===== src/rtl/comparator_control_pkg.sv =====
// ==========================================================
// shared constants and carriers for the comparator block
package comparator_control_pkg;
  // ==========================================================
  // bus geometry
  localparam int ADDR_W = 10; // byte address width
  localparam int DATA_W = 32; // data width
  // ==========================================================
  // register indices, byte address is four times the index
  localparam logic [7:0] IDX_COMPARATOR_ONE_CONTROL = 8'hA0; // comparator one control
  localparam logic [7:0] IDX_COMPARATOR_TWO_CONTROL = 8'hA1; // comparator two control
  localparam logic [7:0] IDX_IRQ_EN = 8'hA2; // irq enables
  localparam logic [7:0] IDX_CLOCK = 8'hA3; // divider and timing mode
  localparam logic [7:0] IDX_EVT_STAT = 8'hA4; // sticky event status
  localparam logic [7:0] IDX_EVT_MASK = 8'hA5; // event mask
  localparam logic [7:0] IDX_P0_OFF = 8'hF6; // port 0 digital input off
  // ==========================================================
  // comparator control field positions
  localparam int CMF_BIT = 0; // change flag
  localparam int OUT_BIT = 1; // result, read only
  localparam int OE_BIT = 2; // result pin enable
  localparam int CN_BIT = 3; // negative input select
  localparam int CP_BIT = 4; // positive input select
  localparam int EN_BIT = 5; // comparator enable
  localparam int SETTLED_BIT = 6; // start-up settling done, read only
  // irq enable fields
  localparam int EC1_BIT = 0; // comparator one irq enable
  localparam int EC2_BIT = 1; // comparator two irq enable
  localparam int EA_BIT = 7; // global irq enable
  // clock register fields
  localparam int STD_BIT = 8; // standard timing select
  // ==========================================================
  // reset values
  localparam logic [7:0] P0_OFF_RST = 8'h00;
  localparam logic [7:0] DIV_RST = 8'h00;
  // ==========================================================
  // timing
  localparam logic [3:0] MC_FAST = 4'h6; // cpu clocks per machine cycle
  localparam logic [3:0] MC_STD = 4'hC; // same in standard timing
  localparam int CLK_PERIOD_PS = 25000; // 40 MHz reference
  localparam int SETTLE_NS = 10000; // comparator start-up time
  localparam int SETTLE_CYC = (SETTLE_NS * 1000 + CLK_PERIOD_PS - 1) / CLK_PERIOD_PS;
  localparam int SETTLE_W = $clog2(SETTLE_CYC + 1);
  // ==========================================================
  // carriers
  typedef struct packed {
    logic en; // comparator powered
    logic pos_sel; // 0 pin a, 1 pin b
    logic neg_sel; // 0 reference pin, 1 internal reference
    logic pin_en; // drive result to its pin
  } cmp_cfg_t;
  typedef struct packed {
    logic gt_b_int; // pin b above internal reference
    logic gt_b_pin; // pin b above reference pin
    logic gt_a_int; // pin a above internal reference
    logic gt_a_pin; // pin a above reference pin
  } cmp_sense_t;
endpackage : comparator_control_pkg


===== src/rtl/comparator_control_and_irq.sv =====
// The register offsets and the Avalon-MM slave port were left to the implementer.
`timescale 1ns/1ps
// Contract
// [RL1] machine cycle six periods by default
// [RL2] standard timing stretches cycle to twelve
// [RL3] cpu clock divided by divider register
// [RL4] one disable bit per port 0 pin
// [RL5] disabled port bits read as zero
// [RL6] result high when positive exceeds negative
// [RL7] positive from two pins, negative pin/reference
// [RL8] three bits give eight configurations
// [RL9] two comparators, identical control layouts
// [RL10] result readable and optionally driven out
// [RL11] result unreliable ten microseconds after enable
// [RL12] software clears flag before enabling irq
// [RL13] flag set on any result change
// [RL14] irq needs flag, own enable, global enable
// [RL15] comparators keep running in sleep modes
// [RL16] enabled change in sleep raises wake
// [RL17] handler clears flag before returning
// [RL18] port 0 disable register resets zero
// [RL19] flag sticky, cleared by writing zero
module comparator_control_and_irq
  import comparator_control_pkg::*;
#(
  parameter int DIV_W = 8,
  parameter int SETTLE_CYCLES = SETTLE_CYC
) (
  input wire logic i_ref_clk,
  input wire logic i_rst,
  input wire logic i_clk_en,
  input wire logic [ADDR_W-1:0] i_avs_address,
  input wire logic i_avs_read,
  input wire logic i_avs_write,
  input wire logic [DATA_W-1:0] i_avs_writedata,
  input wire logic [3:0] i_avs_byteenable,
  output logic [DATA_W-1:0] o_avs_readdata,
  output logic o_avs_waitrequest,
  input wire cmp_sense_t [1:0] i_cmp_sense,
  input wire logic [7:0] i_port0_pins,
  input wire logic i_power_down,
  output logic [1:0] o_cmp_enable,
  output logic [1:0] o_cmp_pin,
  output logic [1:0] o_cmp_pin_oe,
  output logic [7:0] o_port0_input_off,
  output logic [7:0] o_port0_read,
  output logic o_cmp_irq,
  output logic o_wake,
  output logic o_irq,
  output logic o_cpu_clk_en,
  output logic o_machine_cycle
);
  // ==========================================================
  // bus slave: one wait cycle, then the access edge
  logic wait_ff; // waitrequest register
  logic [DATA_W-1:0] rdata_ff; // read data register
  logic [DATA_W-1:0] rd_mux; // selected read value
  logic [7:0] idx; // word index of the request
  logic req; // any request pending
  logic wr_en; // write takes effect this edge
  logic wr_lo; // low byte lane written
  assign idx = i_avs_address[9:2];
  assign req = i_avs_read | i_avs_write;
  assign wr_en = i_avs_write & ~wait_ff;
  assign wr_lo = wr_en & i_avs_byteenable[0];

  // waitrequest drops for one cycle per request
  always_ff @(posedge i_ref_clk) begin
    if (i_rst) begin
      wait_ff <= 1'b1;
    end else if (i_clk_en) begin
      wait_ff <= ~(req & wait_ff);
    end
  end

  // read data is captured while waitrequest is still high
  always_ff @(posedge i_ref_clk) begin
    if (i_rst) begin
      rdata_ff <= '0;
    end else if (i_clk_en && i_avs_read && wait_ff) begin
      rdata_ff <= rd_mux;
    end
  end
  assign o_avs_readdata = rdata_ff;
  assign o_avs_waitrequest = wait_ff;

  // ==========================================================
  // input synchronisers, second stage only is read
  logic [7:0] sense_s1_ff; // first stage
  logic [7:0] sense_s2_ff; // second stage
  logic [7:0] pins_s1_ff; // first stage
  logic [7:0] pins_s2_ff; // second stage
  always_ff @(posedge i_ref_clk) begin
    if (i_rst) begin
      sense_s1_ff <= '0;
      sense_s2_ff <= '0;
      pins_s1_ff <= '0;
      pins_s2_ff <= '0;
    end else if (i_clk_en) begin
      sense_s1_ff <= i_cmp_sense;
      sense_s2_ff <= sense_s1_ff;
      pins_s1_ff <= i_port0_pins;
      pins_s2_ff <= pins_s1_ff;
    end
  end

  // ==========================================================
  // port 0 digital input disable
  logic [7:0] p0_off_ff; // one bit per pin
  always_ff @(posedge i_ref_clk) begin
    if (i_rst) begin
      p0_off_ff <= P0_OFF_RST; // RL18
    end else if (i_clk_en && wr_lo && idx == IDX_P0_OFF) begin
      p0_off_ff <= i_avs_writedata[7:0]; // RL4
    end
  end

  // disabled pins read zero whatever their level
  always_ff @(posedge i_ref_clk) begin
    if (i_rst) begin
      o_port0_read <= '0;
      o_port0_input_off <= P0_OFF_RST;
    end else if (i_clk_en) begin
      o_port0_read <= pins_s2_ff & ~p0_off_ff; // RL5
      o_port0_input_off <= p0_off_ff; // RL4
    end
  end

  // ==========================================================
  // clock divider and machine cycle
  logic [DIV_W-1:0] div_ff; // divider setting
  logic std_ff; // standard timing selected
  logic [DIV_W-1:0] div_cnt_ff; // divider count
  logic [3:0] mc_cnt_ff; // cpu clocks within machine cycle
  logic [3:0] mc_len; // machine cycle length
  logic cpu_tick; // one cpu clock elapses
  assign mc_len = std_ff ? MC_STD : MC_FAST; // RL1 RL2
  // wrap also when a smaller divider lands below the count, no long stall
  assign cpu_tick = (div_cnt_ff >= div_ff);

  // clock settings written by software
  always_ff @(posedge i_ref_clk) begin
    if (i_rst) begin
      div_ff <= DIV_W'(DIV_RST);
      std_ff <= 1'b0;
    end else if (i_clk_en && wr_en && idx == IDX_CLOCK) begin
      if (i_avs_byteenable[0]) begin
        div_ff <= i_avs_writedata[DIV_W-1:0];
      end
      if (i_avs_byteenable[1]) begin
        std_ff <= i_avs_writedata[STD_BIT];
      end
    end
  end

  // cpu clock is the reference divided by setting plus one
  always_ff @(posedge i_ref_clk) begin
    if (i_rst) begin
      div_cnt_ff <= '0;
      o_cpu_clk_en <= 1'b0;
    end else if (i_clk_en) begin
      div_cnt_ff <= cpu_tick ? '0 : div_cnt_ff + 1'b1; // RL3
      o_cpu_clk_en <= cpu_tick;
    end
  end

  // count cpu clocks into machine cycles
  always_ff @(posedge i_ref_clk) begin
    if (i_rst) begin
      mc_cnt_ff <= '0;
      o_machine_cycle <= 1'b0;
    end else if (i_clk_en) begin
      o_machine_cycle <= cpu_tick && (mc_cnt_ff == mc_len - 4'h1); // RL1 RL2
      if (cpu_tick) begin
        // a shortened length mid-cycle wraps at once, no long stall
        mc_cnt_ff <= (mc_cnt_ff >= mc_len - 4'h1) ? 4'h0 : mc_cnt_ff + 4'h1;
      end
    end
  end

  // ==========================================================
  // comparators, identical per instance
  cmp_cfg_t [1:0] cfg_ff; // control fields
  logic [1:0] result_ff; // selected comparison
  logic [1:0] flag_ff; // sticky change flag
  logic [1:0] settled_ff; // start-up time passed
  logic [1:0] change; // result changed this edge
  logic [1:0] raw; // selected comparison before enable
  logic [1:0] wr_cmp; // control register written

  for (genvar g = 0; g < 2; g++) begin : g_cmp
    logic [SETTLE_W-1:0] settle_cnt_ff; // time since enable
    logic [3:0] pair; // this comparator's four comparisons
    assign pair = sense_s2_ff[g*4 +: 4];
    assign wr_cmp[g] = wr_lo && idx == (g == 0 ? IDX_COMPARATOR_ONE_CONTROL : IDX_COMPARATOR_TWO_CONTROL); // RL9
    // select bits pick the pair of inputs compared
    assign raw[g] = pair[{cfg_ff[g].pos_sel, cfg_ff[g].neg_sel}]; // RL7 RL8
    assign change[g] = settled_ff[g] && (raw[g] & cfg_ff[g].en) != result_ff[g];

    // control fields written by software
    always_ff @(posedge i_ref_clk) begin
      if (i_rst) begin
        cfg_ff[g] <= '0;
      end else if (i_clk_en && wr_cmp[g]) begin
        cfg_ff[g] <= {i_avs_writedata[EN_BIT], i_avs_writedata[CP_BIT],
                      i_avs_writedata[CN_BIT], i_avs_writedata[OE_BIT]}; // RL8
      end
    end

    // settling counter restarts whenever the comparator is off
    always_ff @(posedge i_ref_clk) begin
      if (i_rst) begin
        settle_cnt_ff <= '0;
        settled_ff[g] <= 1'b0;
      end else if (i_clk_en) begin
        if (!cfg_ff[g].en) begin
          settle_cnt_ff <= '0;
          settled_ff[g] <= 1'b0;
        end else if (settle_cnt_ff == SETTLE_W'(SETTLE_CYCLES - 1)) begin
          settled_ff[g] <= 1'b1; // RL11
        end else begin
          settle_cnt_ff <= settle_cnt_ff + 1'b1;
        end
      end
    end

    // result held low until settled, keeps running in sleep
    always_ff @(posedge i_ref_clk) begin
      if (i_rst) begin
        result_ff[g] <= 1'b0;
      end else if (i_clk_en) begin
        result_ff[g] <= settled_ff[g] & cfg_ff[g].en & raw[g]; // RL6 RL11 RL15
      end
    end

    // change flag: set wins over a software clear
    always_ff @(posedge i_ref_clk) begin
      if (i_rst) begin
        flag_ff[g] <= 1'b0;
      end else if (i_clk_en) begin
        flag_ff[g] <= change[g] | (flag_ff[g] & ~(wr_cmp[g] & ~i_avs_writedata[CMF_BIT])); // RL13 RL19
      end
    end

    // pin drive and analog core enable
    always_ff @(posedge i_ref_clk) begin
      if (i_rst) begin
        o_cmp_pin[g] <= 1'b0;
        o_cmp_pin_oe[g] <= 1'b0;
        o_cmp_enable[g] <= 1'b0;
      end else if (i_clk_en) begin
        o_cmp_pin[g] <= result_ff[g] & cfg_ff[g].pin_en; // RL10
        o_cmp_pin_oe[g] <= cfg_ff[g].pin_en & cfg_ff[g].en; // RL10
        o_cmp_enable[g] <= cfg_ff[g].en;
      end
    end

    AST_RESULT: assert property (@(posedge i_ref_clk) disable iff (i_rst) // RL6
      (i_clk_en && settled_ff[g] && cfg_ff[g].en) |=> (result_ff[g] == $past(raw[g])))
      else $error("comparator result does not follow selected inputs");
    AST_FLAG_SET: assert property (@(posedge i_ref_clk) disable iff (i_rst) // RL13
      (i_clk_en && change[g]) |=> flag_ff[g])
      else $error("result change did not set the change flag");
    AST_STICKY: assert property (@(posedge i_ref_clk) disable iff (i_rst) // RL19
      (i_clk_en && flag_ff[g] && !(wr_cmp[g] && !i_avs_writedata[CMF_BIT])) |=> flag_ff[g])
      else $error("change flag dropped without a software clear");
    AST_SETTLE: assert property (@(posedge i_ref_clk) disable iff (i_rst) // RL11
      (i_clk_en && $rose(cfg_ff[g].en)) |-> !settled_ff[g] [*8])
      else $error("comparator settled too early after enable");
    AST_PIN: assert property (@(posedge i_ref_clk) disable iff (i_rst) // RL10
      i_clk_en |=> (o_cmp_pin[g] == $past(result_ff[g] & cfg_ff[g].pin_en)))
      else $error("result pin does not follow result and enable");
  end

  // ==========================================================
  // interrupt enables and request
  logic [1:0] ec_ff; // per comparator enables
  logic ea_ff; // global enable
  logic irq_req; // comparator request before register
  assign irq_req = ea_ff & |(flag_ff & ec_ff); // RL14

  // enable bits written by software
  always_ff @(posedge i_ref_clk) begin
    if (i_rst) begin
      ec_ff <= '0;
      ea_ff <= 1'b0;
    end else if (i_clk_en && wr_lo && idx == IDX_IRQ_EN) begin
      ec_ff <= {i_avs_writedata[EC2_BIT], i_avs_writedata[EC1_BIT]};
      ea_ff <= i_avs_writedata[EA_BIT];
    end
  end

  // request and wake; wake is only meaningful while asleep
  always_ff @(posedge i_ref_clk) begin
    if (i_rst) begin
      o_cmp_irq <= 1'b0;
      o_wake <= 1'b0;
    end else if (i_clk_en) begin
      o_cmp_irq <= irq_req; // RL14
      o_wake <= i_power_down & irq_req; // RL16
    end
  end

  // ==========================================================
  // sticky event status, write one to clear, masked level irq
  logic [1:0] evt_ff; // change events
  logic [1:0] mask_ff; // event mask
  logic wr_stat; // status written
  assign wr_stat = wr_lo && idx == IDX_EVT_STAT;
  always_ff @(posedge i_ref_clk) begin
    if (i_rst) begin
      evt_ff <= '0;
      mask_ff <= '0;
      o_irq <= 1'b0;
    end else if (i_clk_en) begin
      // a new event beats a clear in the same cycle
      evt_ff <= change | (evt_ff & ~(wr_stat ? i_avs_writedata[1:0] : 2'h0));
      if (wr_lo && idx == IDX_EVT_MASK) begin
        mask_ff <= i_avs_writedata[1:0];
      end
      o_irq <= |(evt_ff & mask_ff);
    end
  end

  // ==========================================================
  // read multiplexer, unmapped words read zero
  always_comb begin
    rd_mux = '0;
    case (idx)
      IDX_COMPARATOR_ONE_CONTROL, IDX_COMPARATOR_TWO_CONTROL: begin
        rd_mux[CMF_BIT] = flag_ff[idx[0]];
        rd_mux[OUT_BIT] = result_ff[idx[0]]; // RL10
        rd_mux[OE_BIT] = cfg_ff[idx[0]].pin_en;
        rd_mux[CN_BIT] = cfg_ff[idx[0]].neg_sel;
        rd_mux[CP_BIT] = cfg_ff[idx[0]].pos_sel;
        rd_mux[EN_BIT] = cfg_ff[idx[0]].en;
        rd_mux[SETTLED_BIT] = settled_ff[idx[0]];
      end
      IDX_IRQ_EN: begin
        rd_mux[EC1_BIT] = ec_ff[0];
        rd_mux[EC2_BIT] = ec_ff[1];
        rd_mux[EA_BIT] = ea_ff;
      end
      IDX_CLOCK: begin
        rd_mux[DIV_W-1:0] = div_ff;
        rd_mux[STD_BIT] = std_ff;
      end
      IDX_EVT_STAT: rd_mux[1:0] = evt_ff;
      IDX_EVT_MASK: rd_mux[1:0] = mask_ff;
      IDX_P0_OFF: rd_mux[7:0] = p0_off_ff;
      default: rd_mux = '0;
    endcase
  end

  // ==========================================================
  // checks on shared logic
  AST_MC_FAST: assert property (@(posedge i_ref_clk) disable iff (i_rst) // RL1
    (i_clk_en && cpu_tick && !std_ff) |=> (o_machine_cycle == $past(mc_cnt_ff == 4'h5)))
    else $error("machine cycle not six cpu clocks");
  AST_MC_STD: assert property (@(posedge i_ref_clk) disable iff (i_rst) // RL2
    (i_clk_en && cpu_tick && std_ff) |=> (o_machine_cycle == $past(mc_cnt_ff == 4'hB)))
    else $error("machine cycle not twelve cpu clocks");
  AST_DIV: assert property (@(posedge i_ref_clk) disable iff (i_rst) // RL3
    (i_clk_en && div_cnt_ff < div_ff) |=> !o_cpu_clk_en)
    else $error("cpu clock enable outside divider wrap");
  AST_P0_ZERO: assert property (@(posedge i_ref_clk) disable iff (i_rst) // RL5
    i_clk_en |=> ((o_port0_read & $past(p0_off_ff)) == 8'h00))
    else $error("disabled port bit read as one");
  AST_IRQ: assert property (@(posedge i_ref_clk) disable iff (i_rst) // RL14
    i_clk_en |=> (o_cmp_irq == $past(ea_ff & |(flag_ff & ec_ff))))
    else $error("comparator irq not gated by flag and enables");
  AST_WAKE: assert property (@(posedge i_ref_clk) disable iff (i_rst) // RL16
    (i_clk_en && i_power_down && irq_req) |=> o_wake)
    else $error("enabled change in sleep did not wake");
endmodule : comparator_control_and_irq


===== config.mk =====
export PLATFORM = sky130hd
export DESIGN_NAME = comparator_control_and_irq
export DESIGN_NICKNAME = d
export VERILOG_FILES = /design/src/rtl/comparator_control_pkg.sv /design/src/rtl/comparator_control_and_irq.sv
export SDC_FILE = /design/constraint.sdc
export NUM_CORES = 1
export LEC_CHECK = 0
export BUFFER_PORTS_ARGS = -buffer_cell sky130_fd_sc_hd__buf_2
export CAP_MARGIN = 10
export CORE_MARGIN = 8
export CORE_UTILIZATION = 49
export DETAILED_ROUTE_END_ITERATION = 12
export GPL_ROUTABILITY_DRIVEN = 0
export PLACE_DENSITY = 0.76
export SLEW_MARGIN = 20
export SYNTH_ARGS = -nofsm -noshare
export SYNTH_HDL_FRONTEND = slang
export SYNTH_SLANG_ARGS = --single-unit

===== constraint.sdc =====
create_clock -name i_ref_clk -period 2.25 [get_ports i_ref_clk]
set_clock_uncertainty 0.15 [all_clocks]
set_input_delay 0.5625 -clock i_ref_clk [delete_from_list [all_inputs] [get_ports i_ref_clk]]
set_output_delay 0.5625 -clock i_ref_clk [all_outputs]
set_load 0.05 [all_outputs]

# Word-level counts from Yosys, hierarchy flattened
# Index checks and enable logic that the tools add are counted.
[op_classes] addsub=5 n_lt_le_gt_ge=5 eq_ne=16 muxes=28 bitwise=34 n_reduce_logical=27
[ops] cell="$eq A8 B8 Y1 const B" n=7
[ops] cell="$mux W9" n=4
[ops] cell="$and A1 B1 Y1" n=19
[ops] cell="$add A9 B1 Y9 const B" n=2
[ops] cell="$eq A9 B9 Y1 const B" n=2
[ops] cell="$logic_and A1 B1 Y1" n=16
[ops] cell="$mux W4" n=4
[ops] cell="$reduce_and A2 Y1" n=8
[ops] cell="$pmux W5 S3" n=1
[ops] cell="$mux W1" n=13
[ops] cell="$pmux W2 S6" n=1
[ops] cell="$add A8 B1 Y8 const B" n=1
[ops] cell="$and A8 B8 Y8" n=1
[ops] cell="$ge A8 B8 Y1" n=1
[ops] cell="$mux W8" n=1
[ops] cell="$not A8 Y8" n=1
[ops] cell="$and A2 B2 Y2" n=3
[ops] cell="$lt A2 B3 Y1 const B" n=2
[ops] cell="$reduce_or A2 Y1" n=3
[ops] cell="$not A1 Y1" n=5
[ops] cell="$add A4 B1 Y4 const B" n=1
[ops] cell="$bmux W1 S2" n=2
[ops] cell="$eq A4 B4 Y1" n=1
[ops] cell="$ge A4 B4 Y1" n=1
[ops] cell="other kinds (10)" n=15
[totals] regBits=137 in_bits=68 output_inout_bits=60 elab_cells=159

# Logic depth before layout (Yosys ltp)
[logic_depth] ltp_word=8 mapped_depth=8 mapped_depth_nobuf=7

# Least setup slack after synthesis
# OpenSTA, ideal clock, no wires.
[synth_timing] path_kind="register to register" from="register div_cnt_ff[0]" to="register div_cnt_ff[1]" setup_time_ns=0.064 t_arrival_ns=1.911 required_time_ns=2.036 slack_ns=0.125 path_stages_with_launch=9 path_buffers=1 synth_period_minus_slack_ns=2.125 path_cell_list="dfxtp_1 -> inv_1 -> ha_1 -> nand2b_1 -> a2111oi_2 -> o22ai_2 -> or2_2 -> buf_2 -> nor2_1"
[synth_between] elab_chain_cells=2 elab_cells_between_ends=3 classes_between="add/sub (1); order compare (1); mux (1)"
[synth_rtl] item="from (decl)" line_no="comparator_control_and_irq.sv:133" text="logic [DIV_W-1:0] div_cnt_ff;"
[synth_rtl] item="from (signal assigned)" line_no="comparator_control_and_irq.sv:162" text="div_cnt_ff <= cpu_tick ? '0 : div_cnt_ff + 1'b1;"
[synth_rtl] item="$add A8 B1 Y8 / $ge A8 B8 Y1 (equally long branches)" line_no="comparator_control_and_irq.sv:162, comparator_control_and_irq.sv:139"
[synth_rtl] item="$mux W8 *" line_no="comparator_control_and_irq.sv:162"
# Every way passes the cells marked *; elsewhere a longest branch is shown, timed or not.
# A chain may end at the register's enable or synchronous reset.

# Final worst setup path
[layout_timing] from="register div_ff[7]" to="register o_machine_cycle"
[layout_between] elab_chain_cells=2
[layout_rtl] item="from (decl)" line_no="comparator_control_and_irq.sv:131" text="logic [DIV_W-1:0] div_ff;"
[layout_rtl] item="from (signal assigned)" line_no="comparator_control_and_irq.sv:144" text="div_ff <= DIV_W'(DIV_RST);"
[layout_rtl] item="from (signal assigned)" line_no="comparator_control_and_irq.sv:148" text="div_ff <= i_avs_writedata[DIV_W-1:0];"
[layout_rtl] item="$ge A8 B8 Y1" line_no="comparator_control_and_irq.sv:139" text="assign cpu_tick = (div_cnt_ff >= div_ff);"
[layout_rtl] item="$logic_and A1 B1 Y1" line_no="comparator_control_and_irq.sv:173" text="o_machine_cycle <= cpu_tick && (mc_cnt_ff == mc_len - 4'h1);"
[layout_rtl] item="to (signal assigned)" line_no="comparator_control_and_irq.sv:173"
[layout_rtl] item="to (decl)" line_no="comparator_control_and_irq.sv:51" text="output logic o_machine_cycle"
# Every way passes these cells.

==> summary.log <==
[setup_path] CP peak stage delay 350 ps
[die] initial core utilization 49.39%
[yosys] cell with the most instances after synthesis sky130_fd_sc_hd__dfxtp_1
[die] chip height 128.1 µm
[clocking] Setup Buffers After CTS 0
[yosys] biggest area contributors in the synthesized netlist sky130_fd_sc_hd__dfxtp_1 45%, sky130_fd_sc_hd__mux2i_1 13%, sky130_fd_sc_hd__nor2_1 7.2%
[yosys] Synth top cells by count 137 x sky130_fd_sc_hd__dfxtp_1, 118 x sky130_fd_sc_hd__nor2_1, 78 x sky130_fd_sc_hd__mux2i_1, 45 x sky130_fd_sc_hd__nand2_1, 30 x sky130_fd_sc_hd__a21oi_1
[clocking] CTS tree yes
[final_layout] Antenna Diode Count 0
[clocking] clock buffer count from CTS 17
[pwr] net load switching power 0.001458 W
[final_layout] Layout area overhead 18.96%
[route] Detailed Route WL 14,810 µm
[yosys] number of distinct library cells after synthesis 56
[route] number of vias after detailed routing 4,981
[die] die extent in x 128.1 µm
[global_routing] number of global-route vias before repair 5,033
[setup_path] required time at the endpoint of the critical path 2400 ps
[timing] final hold violation count 0
[setup_path] reg-to-reg critical path startpoint div_ff[7]$_SDFFE_PP0P_
[pwr] proportion of power drawn by the clock network 48.3%
[route] DR iter-0 viols 399
[hold_path] beginning of the worst hold path i_cmp_sense[7]
[yosys] average cell area after synthesis 9.190 µm²
[die] placement row count 41
[setup_path] sequence of cells on the critical path inv_1 > ha_1 > and3_1 > a221oi_2 > o22ai_2 > buf_4 > a22oi_1 > nor2_1
[pwr] Pwr Density 781.2 nW/µm²
[placed_design] instance area after placement 6719 µm²
[placed_design] DP HPWL 10,690 µm
[pwr] fraction of power spent switching nets 25.48%
[yosys] Post-synth EDFFs 0
[timing] share of the cycle needed by the critical path after routing 93.09%
[hold_path] worst hold-check path type in2reg
[route] average wire length per cell after detail routing 15.73 µm
[pwr] internal power summed over all cells 0.004264 W
[global_routing] number of antenna violations at the first check in global routing 0
[pwr] register share of total power 43.7%
[hold_path] hold-critical path depth 3
[timing] final setup violation count 0
[yosys] top_reg_cell synth sky130_fd_sc_hd__dfxtp_1
[clocking] H-tree depth 4
[route] DRC Markers 0
[yosys] Yosys top cell area share 44.54%
[die] Total Die Area 16,410 µm²
[final_layout] share of post-route cells with drive strength above 1 20.03%
[clocking] number of clock sinks seen by CTS 137
[timing] Final Critical Period 2094 ps
[yosys] Cell Area, Synth 6157 µm²
[clocking] clk slew on worst S/H paths 60 ps
[clocking] clock tree root driver cell sky130_fd_sc_hd__clkbuf_16
[route] uppermost metal layer occupied by signal nets met4
[yosys] flip-flop and latch count after synthesis 137
[timing] Highest Clock Rate 477.4 MHz
[yosys] share of synthesized flip-flops with an asynchronous set or reset 0%
[pwr] combinational cell fraction of total power 8.0%
[placed_design] Buffers on Ports 77
[timing] final hold slack 231.9 ps
[setup_path] crit path max-delay cell type sky130_fd_sc_hd__dfxtp_1
[timing] Final TNS setup 0 ps
[setup_path] Critical Path Sink Type register
[route] via-per-instance ratio 5.293
[yosys] cell type with the highest aggregate area in the netlist sky130_fd_sc_hd__dfxtp_1
[hold_path] Hold Crit Endpoint sense_s1_ff[7]$_SDFFE_PP0P_
[global_routing] first-pass GRT wire length 24,080 µm
[status] result of the run finished clean
[clocking] source-to-sink clock delay at the later pin of the worst-skew pair 420 ps
[timing] Slew @ Worst Pin 650.0 ps
[route] Met1 Wirelength 6346 µm
[setup_path] category of the most critical setup path reg2reg
[global_routing] pin count of the biggest net entering global routing 52
[pwr] Final Power 0.005722 W
[pwr] worst supply voltage drop on vdd 0.5069 mV
[yosys] sequential element share of the synthesized area 44.54%
[global_routing] GRT overflow 0
[route] antenna violation net count after detailed routing 0
[timing] number of max-slew violations in the final report 0
[die] Top-Level Pins 128
[timing] max_slew headroom 56.30%
[yosys] yosys warns 0
[setup_path] cell depth of the worst flop-to-flop path 8
[setup_path] startpoint type of the worst setup path register
[setup_path] Data arrival, critical path 2250 ps
[yosys] post-synthesis instance total 670
[route] DR WL met2 7146 µm
[global_routing] gr usage total 18.29%
[final_layout] post-route standard cell area excluding fillers 7325 µm²
[setup_path] Register-to-Register Setup Slack 160 ps
[route] met3 layer wire length in the routed design 998 µm
[setup_path] largest fanout of any net on the critical path 5
[clocking] buffer levels on the longest clock path 2
[final_layout] final net count 839
[setup_path] capturing point of the worst reg2reg path o_machine_cycle$_SDFFE_PP0P_
[run] max-capacitance violation count 0
[pwr] leakage power 3.179 nW
[route] count of TritonRoute iterations in the first routing pass 5
[die] Core ar. 12,470 µm²
power groups by stage:
stage / Combinational [W] / Sequential [W] / Clock (W)
6_report: 0.000456 / 0.00250 / 0.00277
3_3_place_gp: 0.000440 / 0.00255 / 0
4_1_cts: 0.000454 / 0.00250 / 0.00281
5_1_grt: 0.000491 / 0.00250 / 0.00292
3_5_place_dp: 0.000451 / 0.00255 / 0
2_1_floorplan: 0.000309 / 0.00259 / 0
worst max-delay path by stage:
stage / start / end / slack (ps) / cells past startpoint
floorplan: div_cnt_ff[0]$_SDFFE_PP0P_ / div_cnt_ff[1]$_SDFFE_PP0P_ / 120 / 8
global placement: i_avs_address[2] / o_avs_readdata[3]$_SDFFE_PP0P_ / 100 / 5
detailed placement: div_ff[6]$_SDFFE_PP0P_ / div_cnt_ff[0]$_SDFFE_PP0P_ / 40 / 7
CTS: div_ff[6]$_SDFFE_PP0P_ / div_cnt_ff[7]$_SDFFE_PP0P_ / 20 / 7
global route: div_ff[7]$_SDFFE_PP0P_ / o_machine_cycle$_SDFFE_PP0P_ / -20 / 8
finish: div_ff[7]$_SDFFE_PP0P_ / o_machine_cycle$_SDFFE_PP0P_ / 160 / 8
sequential cells by signal, summed over array words and instances (netlist names), 2 cells and up:
name,count
sense_s1_ff,8
o_cmp_pin,2
o_avs_readdata,9
cfg_ff,8
o_port0_input_off,8
pins_s2_ff,8
o_cmp_pin_oe,2
flag_ff,2
p0_off_ff,8
mask_ff,2
g_cmp.settle_cnt_ff,18
sense_s2_ff,8
settled_ff,2
ec_ff,2
o_port0_read,8
result_ff,2
o_cmp_enable,2
evt_ff,2
pins_s1_ff,8
div_ff,8
mc_cnt_ff,4
div_cnt_ff,8
cell families (layout without fill, tap and decap cells):
kind of cell | Yosys count | count (layout) | share of synthesized area [%]
simple gates | 250 | 250 | 19.63
flops | 137 | 137 | 44.54
compound gates | 91 | 91 | 9.876
mux | 86 | 86 | 14.51
buf+inv | 76 | 153 | 6.340
fa+ha+maj | 15 | 15 | 3.048
xor+xnor | 14 | 14 | 1.992
other cells | 1 | 23 | 0.06090
critical path, delay by kind of cell (launching register included):
| family | cells | cell delay (ps) |
|---|---|---|
| compound gates | 3 | 640 |
| flops | 1 | 350 |
| fa+ha+maj | 1 | 320 |
| simple gates | 2 | 270 |
| buf+inv | 2 | 250 |
per-layer routing:
| metal | GRT usage (%) | vias up |
|---|---|---|
| met1 | 21.47 | 2345 |
| met2 | 30.65 | 142 |
| met3 | 4.867 | 26 |
| met5 | 0 | - |
| li1 | - | 2468 |
| met4 | 8.112 | 0 |
layout by cell type, fill, tap and decap left out, drive strengths merged, types with 7 or more instances in the layout:
| cell type | count |
|---|---|
| dfxtp | 137 |
| nor2 | 118 |
| buf | 100 |
| mux2i | 78 |
| nand2 | 46 |
| a21oi | 30 |
| inv | 26 |
| conb | 23 |
| o21ai | 18 |
| clkbuf | 17 |
| ha | 15 |
| nand3 | 15 |
| nor3 | 14 |
| nand4 | 13 |
| xor2 | 9 |
| nand3b | 9 |
| a221oi | 8 |
| or3 | 7 |
per-stage QoR:
step	setup slack (ps)	util, %	cells
floorplan	124.6	-	692
global placement	95.11	53.90	909
detailed placement	42.41	53.90	909
CTS	16.85	58.64	941
global route	-21.04	58.76	941
finish	155.5	58.76	941
layout make-up:
cell class | instances | area, µm²
fillers | 1070 | 5141
clock buffers | 17 | 425.4
well taps | 172 | 215.2
multi-input cells | 479 | 3120
repair buffers | 100 | 575.6
clock inverters | 15 | 165.2
flip-flops and latches | 137 | 2744
inverters | 21 | 78.83
what timing repair did:
item | CTS | global route
resized for setup | 0 | 4
endpoints found under the hold margin | 0 | 0
setup endpoints to repair | 0 | 12
hold buffers | 0 | 0
Note: power is estimated with default switching activity, not from simulation.
